`src/design/pib_pkg.sv`:
```
//==============================================================================
// Purpose: shared constants and carriers for the bridge error/retry block
// Assumes: one clock at 125 MHz
// Notes:   status register fields, config offsets, refresh timing
package pib_pkg;

  // configuration space
  localparam logic [7:0] STS_OFFSET   = 8'h42;
  localparam logic [7:0] STS_RESET    = 8'h00;
  localparam int         STS_IOCHK    = 2;
  localparam int         STS_BYTE_ERR = 0;
  localparam int         STS_LANE     = 2;

  // pci command codes that matter here
  localparam logic [3:0] CMD_IO_RD    = 4'h2;
  localparam logic [3:0] CMD_IO_WR    = 4'h3;
  localparam logic [3:0] CMD_CFG_RD   = 4'hA;
  localparam logic [3:0] CMD_CFG_WR   = 4'hB;

  // refresh timing
  localparam int CLK_PERIOD_PS = 8000;
  localparam int REFRESH_US    = 15;
  localparam int REFRESH_CYC   = (REFRESH_US * 1000 * 1000) / CLK_PERIOD_PS;

  // request from the pci target decoder
  typedef struct packed {
    logic        valid;
    logic [3:0]  cmd;
    logic [31:0] addr;
    logic [3:0]  be_n;
    logic [31:0] wdata;
    logic        to_isa;
    logic        cfg_type0;
  } pib_tgt_req_t;

  // answer to the pci target decoder
  typedef struct packed {
    logic        done;
    logic        target_abort;
    logic        retry;
    logic        disconnect;
    logic [31:0] rdata;
  } pib_tgt_rsp_t;

  // cycle handed to the isa engine
  typedef struct packed {
    logic        valid;
    logic        write;
    logic [31:0] addr;
    logic [3:0]  be_n;
    logic [31:0] wdata;
  } pib_isa_cyc_t;

  // isa master or dma request for a pci master cycle
  typedef struct packed {
    logic        valid;
    logic        is_mem;
    logic        write;
    logic [31:0] addr;
  } pib_mst_req_t;

endpackage

```
`src/design/pib_bridge.sv`:
```
//==============================================================================
// Purpose: error status, system error, retry control of a pci-to-isa bridge
// Assumes: pci decode and isa engines on the same clock; pins pass 2 flops
// Notes:   status register reached by type 0 config reads at its offset
//
// Overview of operation
// - read-only 8-bit status, offset 42h, reset zero
// - bit 2 is inverse of the iochk_n pin
// - channel check set pulses serr if enabled
// - bit 0 set on illegal i/o lanes
// - illegal lanes: target abort, serr if enabled
// - every i/o transaction has lanes checked
// - illegal i/o never reaches isa bus
// - no bursts, disconnect after first transfer
// - serr only from channel check, lane error
// - isa master pci cycles: memory only
// - isa master i/o never forwarded to pci
// - refresh on 15 us timer or request
// - pc/pci dma cycles become isa dma
// - dma active: retry pci accesses to us
// - retried master cycle releases the bus
// - passive retry: retry isa-bound accesses with legal lanes
// - leave passive retry after regrant and completion
`timescale 1ns/1ps
`default_nettype none
module pib_bridge
#(
  parameter int REFRESH_PERIOD = pib_pkg::REFRESH_CYC
)
(
  // clock, reset, enable
  input  wire logic                  clk,
  input  wire logic                  sys_rst,
  input  wire logic                  ce,
  // isa pins
  input  wire logic                  iochk_n,
  input  wire logic                  isa_refresh_req_n,
  // system error pin, open drain
  output logic                       serr_o_ff,
  output logic                       serr_oe_ff,
  // pci command register bit
  input  wire logic                  serr_enable,
  // pci target side
  input  wire pib_pkg::pib_tgt_req_t tgt_req,
  output pib_pkg::pib_tgt_rsp_t      tgt_rsp_ff,
  // isa cycle engine
  output pib_pkg::pib_isa_cyc_t      isa_cyc_ff,
  input  wire logic                  isa_done,
  output logic                       refresh_start_ff,
  // dma agents
  input  wire logic                  isa_dma_active,
  input  wire logic                  pcpci_dma_active,
  input  wire logic                  pcpci_dma_cycle,
  input  wire logic [2:0]            pcpci_dma_chan,
  output logic                       isa_dma_start_ff,
  output logic [2:0]                 isa_dma_chan_ff,
  // isa master / dma requests for pci master cycles
  input  wire pib_pkg::pib_mst_req_t ism_req,
  output logic                       ism_reject_ff,
  // pci master engine
  output logic                       mst_req_ff,
  output logic [31:0]                mst_addr_ff,
  output logic                       mst_write_ff,
  input  wire logic                  mst_gnt,
  input  wire logic                  mst_retry,
  input  wire logic                  mst_done,
  output logic                       mst_complete_ff,
  // status view
  output logic [7:0]                 status_ff,
  output logic                       passive_retry_ff
);

  //============================================================================
  // pin synchronisers
  logic iochk_s1_ff;
  logic iochk_s2_ff;
  logic rfq_s1_ff;
  logic rfq_s2_ff;
  logic rfq_prev_ff;

  // two flops for each pin
  always_ff @(posedge clk)
  begin
    if (sys_rst)
    begin
      iochk_s1_ff <= 1'b1;
      iochk_s2_ff <= 1'b1;
      rfq_s1_ff   <= 1'b1;
      rfq_s2_ff   <= 1'b1;
      rfq_prev_ff <= 1'b1;
    end
    else if (ce)
    begin
      iochk_s1_ff <= iochk_n;
      iochk_s2_ff <= iochk_s1_ff;
      rfq_s1_ff   <= isa_refresh_req_n;
      rfq_s2_ff   <= rfq_s1_ff;
      rfq_prev_ff <= rfq_s2_ff;
    end
  end

  //============================================================================
  // byte lane check and refresh timer
  logic lanes_legal;
  logic refresh_tick;

  pib_byte_check u_check
  (
    .addr_lo (tgt_req.addr[1:0]),
    .be_n    (tgt_req.be_n),
    .legal   (lanes_legal)
  );

  pib_refresh_timer #(.PERIOD(REFRESH_PERIOD)) u_rtimer
  (
    .clk     (clk),
    .sys_rst (sys_rst),
    .ce      (ce),
    .tick_ff (refresh_tick)
  );

  //============================================================================
  // target decode
  typedef enum logic [0:0] { T_IDLE, T_ISA } pib_tst_t;
  typedef enum logic [1:0] { M_IDLE, M_RUN, M_PASSIVE, M_REGRANT } pib_mst_t;

  pib_tst_t t_state_ff;
  pib_tst_t nxt_t_state;
  pib_mst_t m_state_ff;
  pib_mst_t nxt_m_state;

  logic       chk_now;
  logic       is_io;
  logic       is_cfg;
  logic       lane_err;
  logic       dma_busy;
  logic       do_retry;
  logic       do_abort;
  logic       do_cfg;
  logic       do_isa;
  logic       sts_hit;
  logic       chk_rise;
  logic       serr_event;
  logic [7:0] nxt_status;

  assign chk_now  = ~iochk_s2_ff;
  assign chk_rise = chk_now & ~status_ff[pib_pkg::STS_IOCHK];
  assign is_io    = (tgt_req.cmd == pib_pkg::CMD_IO_RD) |
                    (tgt_req.cmd == pib_pkg::CMD_IO_WR);
  assign is_cfg   = tgt_req.cfg_type0 &
                    ((tgt_req.cmd == pib_pkg::CMD_CFG_RD) |
                     (tgt_req.cmd == pib_pkg::CMD_CFG_WR));
  // only i/o requests checked, only i/o is aborted
  assign lane_err = tgt_req.valid & is_io & ~lanes_legal;
  assign dma_busy = isa_dma_active | pcpci_dma_active;
  // priority: dma busy, lane error, passive retry, config, isa
  assign do_retry = tgt_req.valid & (t_state_ff == T_IDLE) &
                    (dma_busy |
                     (passive_retry_ff & tgt_req.to_isa &
                      ~lane_err));
  assign do_abort = (t_state_ff == T_IDLE) & lane_err & ~dma_busy;
  assign do_cfg   = tgt_req.valid & (t_state_ff == T_IDLE) & is_cfg &
                    ~do_retry & ~do_abort;
  assign do_isa   = tgt_req.valid & (t_state_ff == T_IDLE) & tgt_req.to_isa &
                    ~is_cfg & ~do_retry & ~do_abort;
  assign sts_hit  = (tgt_req.addr[7:2] == pib_pkg::STS_OFFSET[7:2]);

  //============================================================================
  // status register, serr sources
  // bit 2 follows the pin, bit 0 sticky, others zero
  always_comb
  begin
    nxt_status                        = pib_pkg::STS_RESET;
    nxt_status[pib_pkg::STS_IOCHK]    = chk_now;
    nxt_status[pib_pkg::STS_BYTE_ERR] = status_ff[pib_pkg::STS_BYTE_ERR] |
                                        do_abort;
  end

  // only two causes may raise serr
  assign serr_event = serr_enable & (chk_rise | do_abort);

  always_ff @(posedge clk)
  begin
    if (sys_rst)
    begin
      status_ff  <= pib_pkg::STS_RESET;
      serr_o_ff  <= 1'b0;
      serr_oe_ff <= 1'b0;
    end
    else if (ce)
    begin
      status_ff  <= nxt_status;
      serr_oe_ff <= serr_event;
    end
  end

  //============================================================================
  // target state machine
  always_comb
  begin
    nxt_t_state = t_state_ff;
    case (t_state_ff)
      T_IDLE:
        if (do_isa)
          nxt_t_state = T_ISA;
      T_ISA:
        if (isa_done)
          nxt_t_state = T_IDLE;
      default:
        nxt_t_state = T_IDLE;
    endcase
  end

  pib_pkg::pib_tgt_rsp_t nxt_rsp;
  logic [31:0]           cfg_rdata;

  // status sits in byte lane 2 of its dword
  assign cfg_rdata = sts_hit ?
                     {8'h00, status_ff, 16'h0000} : 32'h0000_0000;

  // answer: one cycle pulse, always with disconnect
  always_comb
  begin
    nxt_rsp              = '0;
    nxt_rsp.done         = do_retry | do_abort | do_cfg |
                           ((t_state_ff == T_ISA) & isa_done);
    nxt_rsp.retry        = do_retry;
    nxt_rsp.target_abort = do_abort;
    nxt_rsp.disconnect   = nxt_rsp.done;
    // config writes land nowhere: register is read only
    nxt_rsp.rdata        = (do_cfg & (tgt_req.cmd == pib_pkg::CMD_CFG_RD)) ?
                           cfg_rdata : 32'h0000_0000;
  end

  always_ff @(posedge clk)
  begin
    if (sys_rst)
    begin
      t_state_ff <= T_IDLE;
      tgt_rsp_ff <= '0;
      isa_cyc_ff <= '0;
    end
    else if (ce)
    begin
      t_state_ff       <= nxt_t_state;
      tgt_rsp_ff       <= nxt_rsp;
      isa_cyc_ff.valid <= do_isa;
      if (do_isa)
      begin
        isa_cyc_ff.write <= tgt_req.cmd[0];
        isa_cyc_ff.addr  <= tgt_req.addr;
        isa_cyc_ff.be_n  <= tgt_req.be_n;
        isa_cyc_ff.wdata <= tgt_req.wdata;
      end
    end
  end

  //============================================================================
  // refresh and dma conversion
  logic rfq_fall;

  assign rfq_fall = rfq_prev_ff & ~rfq_s2_ff;

  always_ff @(posedge clk)
  begin
    if (sys_rst)
    begin
      refresh_start_ff <= 1'b0;
      isa_dma_start_ff <= 1'b0;
      isa_dma_chan_ff  <= 3'h0;
    end
    else if (ce)
    begin
      refresh_start_ff <= refresh_tick | rfq_fall;
      isa_dma_start_ff <= pcpci_dma_cycle;
      if (pcpci_dma_cycle)
        isa_dma_chan_ff <= pcpci_dma_chan;
    end
  end

  //============================================================================
  // master side and passive retry
  logic ism_accept;
  logic ism_io;

  // memory only; i/o requests are turned back
  assign ism_accept = ism_req.valid & ism_req.is_mem &
                      (m_state_ff == M_IDLE);
  assign ism_io     = ism_req.valid & ~ism_req.is_mem;

  always_comb
  begin
    nxt_m_state = m_state_ff;
    case (m_state_ff)
      M_IDLE:
        if (ism_accept)
          nxt_m_state = M_RUN;
      M_RUN:
        if (mst_retry)
          nxt_m_state = M_PASSIVE;
        else if (mst_done)
          nxt_m_state = M_IDLE;
      M_PASSIVE:
        if (mst_gnt & mst_req_ff)
          nxt_m_state = M_REGRANT;
      M_REGRANT:
        if (mst_retry)
          nxt_m_state = M_PASSIVE;
        else if (mst_done)
          nxt_m_state = M_IDLE;
      default:
        nxt_m_state = M_IDLE;
    endcase
  end

  always_ff @(posedge clk)
  begin
    if (sys_rst)
    begin
      m_state_ff       <= M_IDLE;
      mst_req_ff       <= 1'b0;
      mst_addr_ff      <= 32'h0000_0000;
      mst_write_ff     <= 1'b0;
      mst_complete_ff  <= 1'b0;
      ism_reject_ff    <= 1'b0;
      passive_retry_ff <= 1'b0;
    end
    else if (ce)
    begin
      m_state_ff       <= nxt_m_state;
      // drop request for one cycle on retry, then ask again
      mst_req_ff       <= (nxt_m_state != M_IDLE) & ~mst_retry;
      mst_complete_ff  <= (m_state_ff != M_IDLE) &
                          (m_state_ff != M_PASSIVE) &
                          mst_done & ~mst_retry;
      ism_reject_ff    <= ism_io;
      passive_retry_ff <= (nxt_m_state == M_PASSIVE) |
                          (nxt_m_state == M_REGRANT);
      if (ism_accept)
      begin
        mst_addr_ff  <= ism_req.addr;
        mst_write_ff <= ism_req.write;
      end
    end
  end

endmodule
`default_nettype wire

```
`src/design/pib_byte_check.sv`:
```
//==============================================================================
// Purpose: byte lane legality check for one pci data phase
// Assumes: enables active low, addr low bits as presented on the bus
// Notes:   legal = none enabled, or one contiguous run starting at addr[1:0]
`timescale 1ns/1ps
`default_nettype none
module pib_byte_check
(
  // data phase
  input  wire logic [1:0] addr_lo,
  input  wire logic [3:0] be_n,
  // verdict
  output logic            legal
);

  logic [3:0] lane_en;
  logic [3:0] below;
  logic [3:0] shifted;
  logic       run_ok;

  // per lane: enabled and lanes under the start address
  genvar g;
  generate
    for (g = 0; g < 4; g++)
    begin : g_lane
      assign lane_en[g] = ~be_n[g];
      assign below[g]   = (2'(g) < addr_lo) & lane_en[g];
    end
  endgenerate

  assign shifted = lane_en >> addr_lo;
  assign run_ok  = (shifted == 4'h1) | (shifted == 4'h3) |
                   (shifted == 4'h7) | (shifted == 4'hF);
  assign legal   = (lane_en == 4'h0) | ((below == 4'h0) & run_ok);

endmodule
`default_nettype wire

```
`src/design/pib_refresh_timer.sv`:
```
//==============================================================================
// Purpose: free running isa refresh interval timer
// Assumes: ce freezes the count
// Notes:   tick is a one cycle pulse every PERIOD cycles
`timescale 1ns/1ps
`default_nettype none
module pib_refresh_timer
#(
  parameter int PERIOD = pib_pkg::REFRESH_CYC
)
(
  // clock and reset
  input  wire logic clk,
  input  wire logic sys_rst,
  input  wire logic ce,
  // expiry
  output logic      tick_ff
);

  localparam int W = $clog2(PERIOD + 1);
  localparam logic [W-1:0] LAST = W'(PERIOD - 1);

  logic [W-1:0] cnt_ff;
  logic [W-1:0] nxt_cnt;
  logic         wrap;

  assign wrap    = (cnt_ff == LAST);
  assign nxt_cnt = wrap ? '0 : W'(cnt_ff + 1'b1);

  // count and pulse on wrap
  always_ff @(posedge clk)
  begin
    if (sys_rst)
    begin
      cnt_ff  <= '0;
      tick_ff <= 1'b0;
    end
    else if (ce)
    begin
      cnt_ff  <= nxt_cnt;
      tick_ff <= wrap;
    end
  end

endmodule
`default_nettype wire

```
`config.mk`:
```
export PLATFORM = sky130hd
export DESIGN_NAME = pib_bridge
export DESIGN_NICKNAME = d
export VERILOG_FILES = /design/src/design/pib_pkg.sv /design/src/design/pib_bridge.sv /design/src/design/pib_byte_check.sv /design/src/design/pib_refresh_timer.sv
export SDC_FILE = /design/constraint.sdc
export NUM_CORES = 1
export LEC_CHECK = 0
export CAP_MARGIN = 20
export CORE_MARGIN = 8
export CORE_UTILIZATION = 35
export DETAILED_ROUTE_END_ITERATION = 8
export DONT_BUFFER_PORTS = 1
export GPL_ROUTABILITY_DRIVEN = 0
export HOLD_SLACK_MARGIN = 0.06
export PLACE_DENSITY = 0.57
export SYNTH_ARGS = -nofsm -noshare
export SYNTH_HDL_FRONTEND = slang
export SYNTH_HIERARCHICAL = 1
export SYNTH_SLANG_ARGS = --single-unit
```
`constraint.sdc`:
```
create_clock -name clk -period 2.68 [get_ports clk]
set_input_delay 0.536 -clock clk [delete_from_list [all_inputs] [get_ports clk]]
set_output_delay 0.536 -clock clk [all_outputs]
set_load 0.02 [all_outputs]
```
* After elaboration in Yosys (flattened, before gate mapping)
Index checks and enable logic that the tools add are counted.
Word-level totals: bits in registers 170, input port bits 126, output and inout port bits 158, logic and storage cells 136
Cells by class: add/sub/neg operators 1, order comparisons 4, eq/ne operators 16, shift-type cells 1, multiplexer cells 11, bitwise gates (word level) 65, reductions and logical operators 9
Operator list (count):
- 19-bit 2-to-1 mux | 2
- 1-bit bitwise AND | 34
- 1-bit inverter | 16
- 1-bit bitwise OR | 15
- 4-bit by 2-bit == test with 1-bit output (second input constant) | 3
- 4-bit == test (second input constant) | 3
- 11-bit by 1-bit adder with 11-bit output (second input constant) | 1
- 11-bit == test (second input constant) | 1
- 11-bit 2-to-1 mux | 1
- 2-bit == test (second input constant) | 4
- 4-bit logical NOT | 2
- 2-bit 2-to-1 mux | 4
- 6-bit by 5-bit == test with 1-bit output (second input constant) | 1
- 2-bit case mux with 3 select lines | 1
- 2-bit AND reduction | 3
- 4-bit by 1-bit == test with 1-bit output (second input constant) | 1
- 4-bit by 3-bit == test with 1-bit output (second input constant) | 1
- 1-bit by 2-bit < comparator with 1-bit output (first input constant) | 2
- 2-bit < comparator (first input constant) | 2
- 2-bit nonzero test | 2
- 4-bit by 2-bit >> shifter with 4-bit output | 1
- 2-bit by 1-bit == test with 1-bit output (second input constant) | 1
- 2-bit logical NOT | 1
- 1-bit 2-to-1 mux | 2
- other kinds (3) | 3

* Longest topological paths before layout
depth after elaboration 19, gate-level depth with buffers 10, mapped depth without buffers 7

* Cells and area by module
Netlist, hierarchy kept.
Modules (own cells, without submodules):
- pib_bridge | instances 1, cells an instance 616, area an instance 5352.6 µm², seq. area each 2542.4 µm²
- pib_refresh_timer | instances 1, cells an instance 63, area an instance 573.0 µm², seq. area each 240.2 µm²
- pib_byte_check | instances 1, cells an instance 10, area an instance 61.3 µm², seq. area each 0.0 µm²

* Least setup slack after synthesis
Ideal clock, no wire load.
kind input -> register, start point input port tgt_req[37] (netlist name), end point register isa_cyc_ff[57] (netlist name), setup time 0.119 ns, arrival time 2.106 ns, required time 2.561 ns, setup slack 0.455 ns, cell stages on the path 10, path buffers 3, path through nand2b_1 -> a31oi_1 -> o22ai_1 -> a32o_1 -> nor4b_2 -> nor4_1 -> buf_2 -> buf_6 -> buf_8 -> mux2i_1
Between the ends: cells in the longest elaborated chain, start to end 18, elaborated cells between the ends (all ways) 27, classes of those cells eq/ne: 4; shift: 1; bitwise: 19; reduce/logical: 3
RTL lines:
- start: declaration | RTL line pib_bridge.sv:44 | input wire pib_pkg::pib_tgt_req_t tgt_req,
- 1-bit inverter (*) | RTL line pib_byte_check.sv:26 | assign lane_en[g] = ~be_n[g];
- 4-bit by 2-bit >> shifter with 4-bit output | RTL line pib_byte_check.sv:31 | assign shifted = lane_en >> addr_lo;
- 4-bit by 1-bit == test with 1-bit output or 4-bit by 2-bit == test with 1-bit output (tied branches) | RTL line pib_byte_check.sv:32 | assign run_ok = (shifted == 4'h1) | (shifted == 4'h3) |
- 1-bit bitwise OR (2 in series) | RTL line pib_byte_check.sv:32
- 1-bit bitwise OR | RTL line pib_byte_check.sv:33 | (shifted == 4'h7) | (shifted == 4'hF);
- 1-bit bitwise AND | RTL line pib_byte_check.sv:34 | assign legal = (lane_en == 4'h0) | ((below == 4'h0) & run_ok);
- 1-bit bitwise OR (*) | RTL line pib_byte_check.sv:34
- net lanes_legal | RTL line pib_bridge.sv:104 | logic lanes_legal;
- (+2 left out)
- 1-bit inverter | RTL line pib_bridge.sv:160 | ~lane_err));
- 1-bit bitwise AND | RTL line pib_bridge.sv:159 | (passive_retry_ff & tgt_req.to_isa &
- 1-bit bitwise OR | RTL line pib_bridge.sv:158 | (dma_busy |
- 1-bit bitwise AND | RTL line pib_bridge.sv:157 | assign do_retry = tgt_req.valid & (t_state_ff == T_IDLE) &
- 1-bit inverter | RTL line pib_bridge.sv:165 | ~is_cfg & ~do_retry & ~do_abort;
- 1-bit bitwise AND | RTL line pib_bridge.sv:165
- 1-bit bitwise AND (*) | RTL line pib_bridge.sv:165
- 2-bit AND reduction (no line) (*)
- end: declaration | RTL line pib_bridge.sv:47 | output pib_pkg::pib_isa_cyc_t isa_cyc_ff,
Mark *: on every way through the listed nets, which the timed path passes. The rest lies on a longest branch. A chain may end at the register's enable or synchronous reset.

* Worst setup path after layout
start point register passive_retry_ff, end point register isa_cyc_ff[19] (netlist name)
Between the ends: cells in the longest elaborated chain, start to end 8
RTL lines:
- start: declaration | RTL line pib_bridge.sv:70 | output logic passive_retry_ff
- start signal: assignment | RTL line pib_bridge.sv:337 | passive_retry_ff <= (nxt_m_state == M_PASSIVE) |
- 1-bit bitwise AND (2 in series) | RTL line pib_bridge.sv:159
- 1-bit bitwise OR | RTL line pib_bridge.sv:158
- 1-bit bitwise AND | RTL line pib_bridge.sv:157
- 1-bit inverter | RTL line pib_bridge.sv:165
- 1-bit bitwise AND (2 in series) | RTL line pib_bridge.sv:165
- 2-bit AND reduction (no line)
No other way between the ends.

==> impl_metrics.ini <==
[sta]
hold_viol_final = 0
final.setup.tns_ns = 0
slew_headroom_pct = 58.7
final_max_slew_viol_count = 0
finalSetupViolCount = 0
min_period_ns = 1.94
clock.fmax_ghz = 0.516
tightest_slew_ns = 0.619
finalClockSkew_ns = 0.00878
rsz0062_at_grt = false
timing.final.ws_setup_ns = 0.741
period_share_pct = 72.4

[global_routing]
grt_pass1_wl_um = 24800
antenna_found_initial = 0
grt.overflow.total = 0
grt_pass1_vias = 4368
grt_max_degree = 57
grtUsageTotal_pct = 14.3

[critical_path]
cpPeakStageDelay_ns = 0.48
r2r.worst_path.cells = 5
critical_path_required_ns = 3.02
critPathArrivalTime_ns = 2.27
cpMaxStageDelayCell = dfxtp_1
worstPathCellList = a211o_1 > nor4_2 > buf_4 > buf_4 > mux2i_1
r2r_slack_ns = 0.74
path_max_fanout = 20
crit_start = passive_retry_ff$_SDFFE_PP0P_
worst-path-stages = 5
cp_num_buf_inv = 2
path_delay_family = flip-flops
cp-end-kind = flip-flop
crit_type = reg -> reg
r2r_start = passive_retry_ff$_SDFFE_PP0P_
start_kind = flip-flop
cp-endpoint = isa_cyc_ff[19]$_SDFFE_PP0P_
r2r-end = isa_cyc_ff[19]$_SDFFE_PP0P_
crit_top_cell = buf_4

[cts]
clk_pin_slew_worst_paths_ns = 0.06
ctsRootBufferMaster = clkbuf_16
clk-insertion-delay-late_ns = 0.41
post_cts_resized = 0
clock_tree.buffer_depth = 2
cts.sinks = 139
cts_buffers = 17
h-tree-depth = 4
cts_tree = done
cts_hold_buf = 0
post_cts_buffers = 0

[place]
placed_cell_area_um2 = 6000
port_buffers = 0
dpl.hpwl_um = 12200
preCtsSetupSlack_ns = 0.394

[die]
core_um2 = 17000
io-pin-count = 284
die_w_um = 147
fp.dieH_um = 147
dieArea_um2 = 21500
rows = 48
start_util_pct = 35.2

[power_and_ir_drop]
p_leak_nw = 2.33
max-vdd-ir-drop_uv = 435
p_per_area_nw_per_um2 = 736
power_mw = 4.87

[synth]
syn_inst = 689
yosys_warnings = 6
async_flop_share_pct = 0
synth-seq-area-share_pct = 46.5
synth_area_per_cell_um2 = 8.69
syn-cell-area_um2 = 5990
ys.flop_type = dfxtp_1
synth-edff-count = 0
ys_seq_elements = 139
synth_cell_type_count = 52

[cells_and_area]
n_antenna_cell = 0
nFillCells = 1709
final_common_cell = nand2_1
area_delta_synth_final_pct = 10.5
nets = 793
final_design_area_no_fill_um2 = 6610
mostFrequentLayoutCells = nand2_1 (158), dfxtp_1 (139), mux2i_1 (74), a21oi_1 (53), nand3_1 (38)
drive_gt1_share_pct = 7.37

[drt]
routed-via-count = 4486
routed.top_layer = met4
dr_wl_met2_um = 7920
ant_nets = 0
routedLengthMet1_um = 6090
avgViaCountPerCell = 4.97
drt-total-wl_um = 16000
first_pass_iters = 4
dr_wl_met3_um = 1750
drtIter0Drc = 247
wl_per_cell_um = 17.8
drc = 0

[hold_path]
hold_path_class = in -> reg

[flow_run]
drv_cap = 0

[status]
status = finished clean
final cells by class:
| type | instances | area (um^2) | area share, % |
|---|---|---|---|
| inverter | 6 | 25.0 | 0.378 |
| clock inverter | 12 | 161 | 2.44 |
| multi-input combinational | 491 | 2810 | 42.4 |
| timing repair buffer | 10 | 100 | 1.51 |
| sequential | 139 | 2780 | 42.1 |
| clock buffer | 20 | 457 | 6.91 |
| tap | 225 | 282 | 4.26 |
state kept, by name (all words and copies together) (netlist names), 2 cells and up:
name / flops
isa_cyc_ff: 70
status_ff: 2
u_rtimer/cnt_ff: 11
isa_dma_chan_ff: 3
mst_addr_ff: 32
tgt_rsp_ff: 5
worst min-delay path by stage:
| stage | slack (ns) | endpoint | startpoint | depth (start not counted) |
|---|---|---|---|---|
| floorplan | 0.44 | status_ff[2]$_SDFFE_PP0P_ | iochk_s2_ff$_SDFFE_PP1P_ | 1 |
| finish | 0.20 | tgt_rsp_ff[34]$_SDFFE_PP0P_ | sys_rst | 1 |
| detailed placement | 0.46 | iochk_s2_ff$_SDFFE_PP1P_ | iochk_s1_ff$_SDFFE_PP1P_ | 2 |
| global route | 0.17 | status_ff[0]$_SDFFE_PP0P_ | sys_rst | 1 |
| CTS | 0.19 | status_ff[0]$_SDFFE_PP0P_ | sys_rst | 1 |
| global placement | 0.46 | u_rtimer/tick_ff$_SDFFE_PP0P_ | u_rtimer/tick_ff$_SDFFE_PP0P_ | 2 |
Yosys cell counts, types with 2 or more instances:
library cell	instances	area, um^2
nand4b_1	3	26.3
nor4bb_1	3	30.0
buf_6	2	22.5
ha_1	2	25.0
o21ai_0	26	130
or4_1	4	30.0
nand2_1	158	593
clkbuf_1	36	135
o21ai_1	15	75.1
a32o_1	2	20.0
nor3b_1	2	15.0
buf_4	44	330
nand3_1	38	190
a21oi_1	53	265
nand4_1	7	43.8
a211oi_1	3	22.5
xor2_1	4	35.0
nand2b_1	8	50.1
nor3_1	3	15.0
o31ai_1	5	37.5
nand3b_1	3	22.5
a311oi_1	2	17.5
nor2_1	14	52.6
nor2b_1	3	18.8
buf_2	5	25.0
inv_1	5	18.8
dfxtp_1	139	2780
or3_2	3	22.5
mux2i_1	74	741
report_power, final:
group | internal, mW | switching, mW | total (mW) | leakage (nW)
clock network | 1.52 | 0.898 | 2.42 | 0.294
logic | 0.0820 | 0.165 | 0.247 | 0.907
registers | 2.11 | 0.0856 | 2.20 | 1.13
total | 3.72 | 1.15 | 4.87 | 2.33
metrics by stage:
stage	std cells	util, %	hold WS, ns
after floorplan	725	-	0.439
final	903	38.9	0.200
after global placement	871	35.3	0.458
after CTS	903	38.9	0.188
after detailed placement	871	35.3	0.456
after global routing	903	38.9	0.172
cell families after synthesis:
| kind of cell | count (synthesis) | share of synthesized area (%) |
|---|---|---|
| AOI/OAI and AO/OA | 114 | 10.6 |
| xor gates and xnor gates | 5 | 0.731 |
| buffers and inverters | 95 | 9.26 |
| muxes | 74 | 12.4 |
| and+or+nand+nor | 259 | 20.1 |
| DFF | 139 | 46.5 |
| adders and majority gates | 2 | 0.418 |
| other | 1 | 0.0626 |
metal layers:
layer	global-route usage, %	up-vias
met5	0	-
met4	4.95	0
met2	24.0	163
met3	7.54	18
met1	15.1	2068
li1	-	2237
No activity file was read; power rests on OpenSTA's default activity.
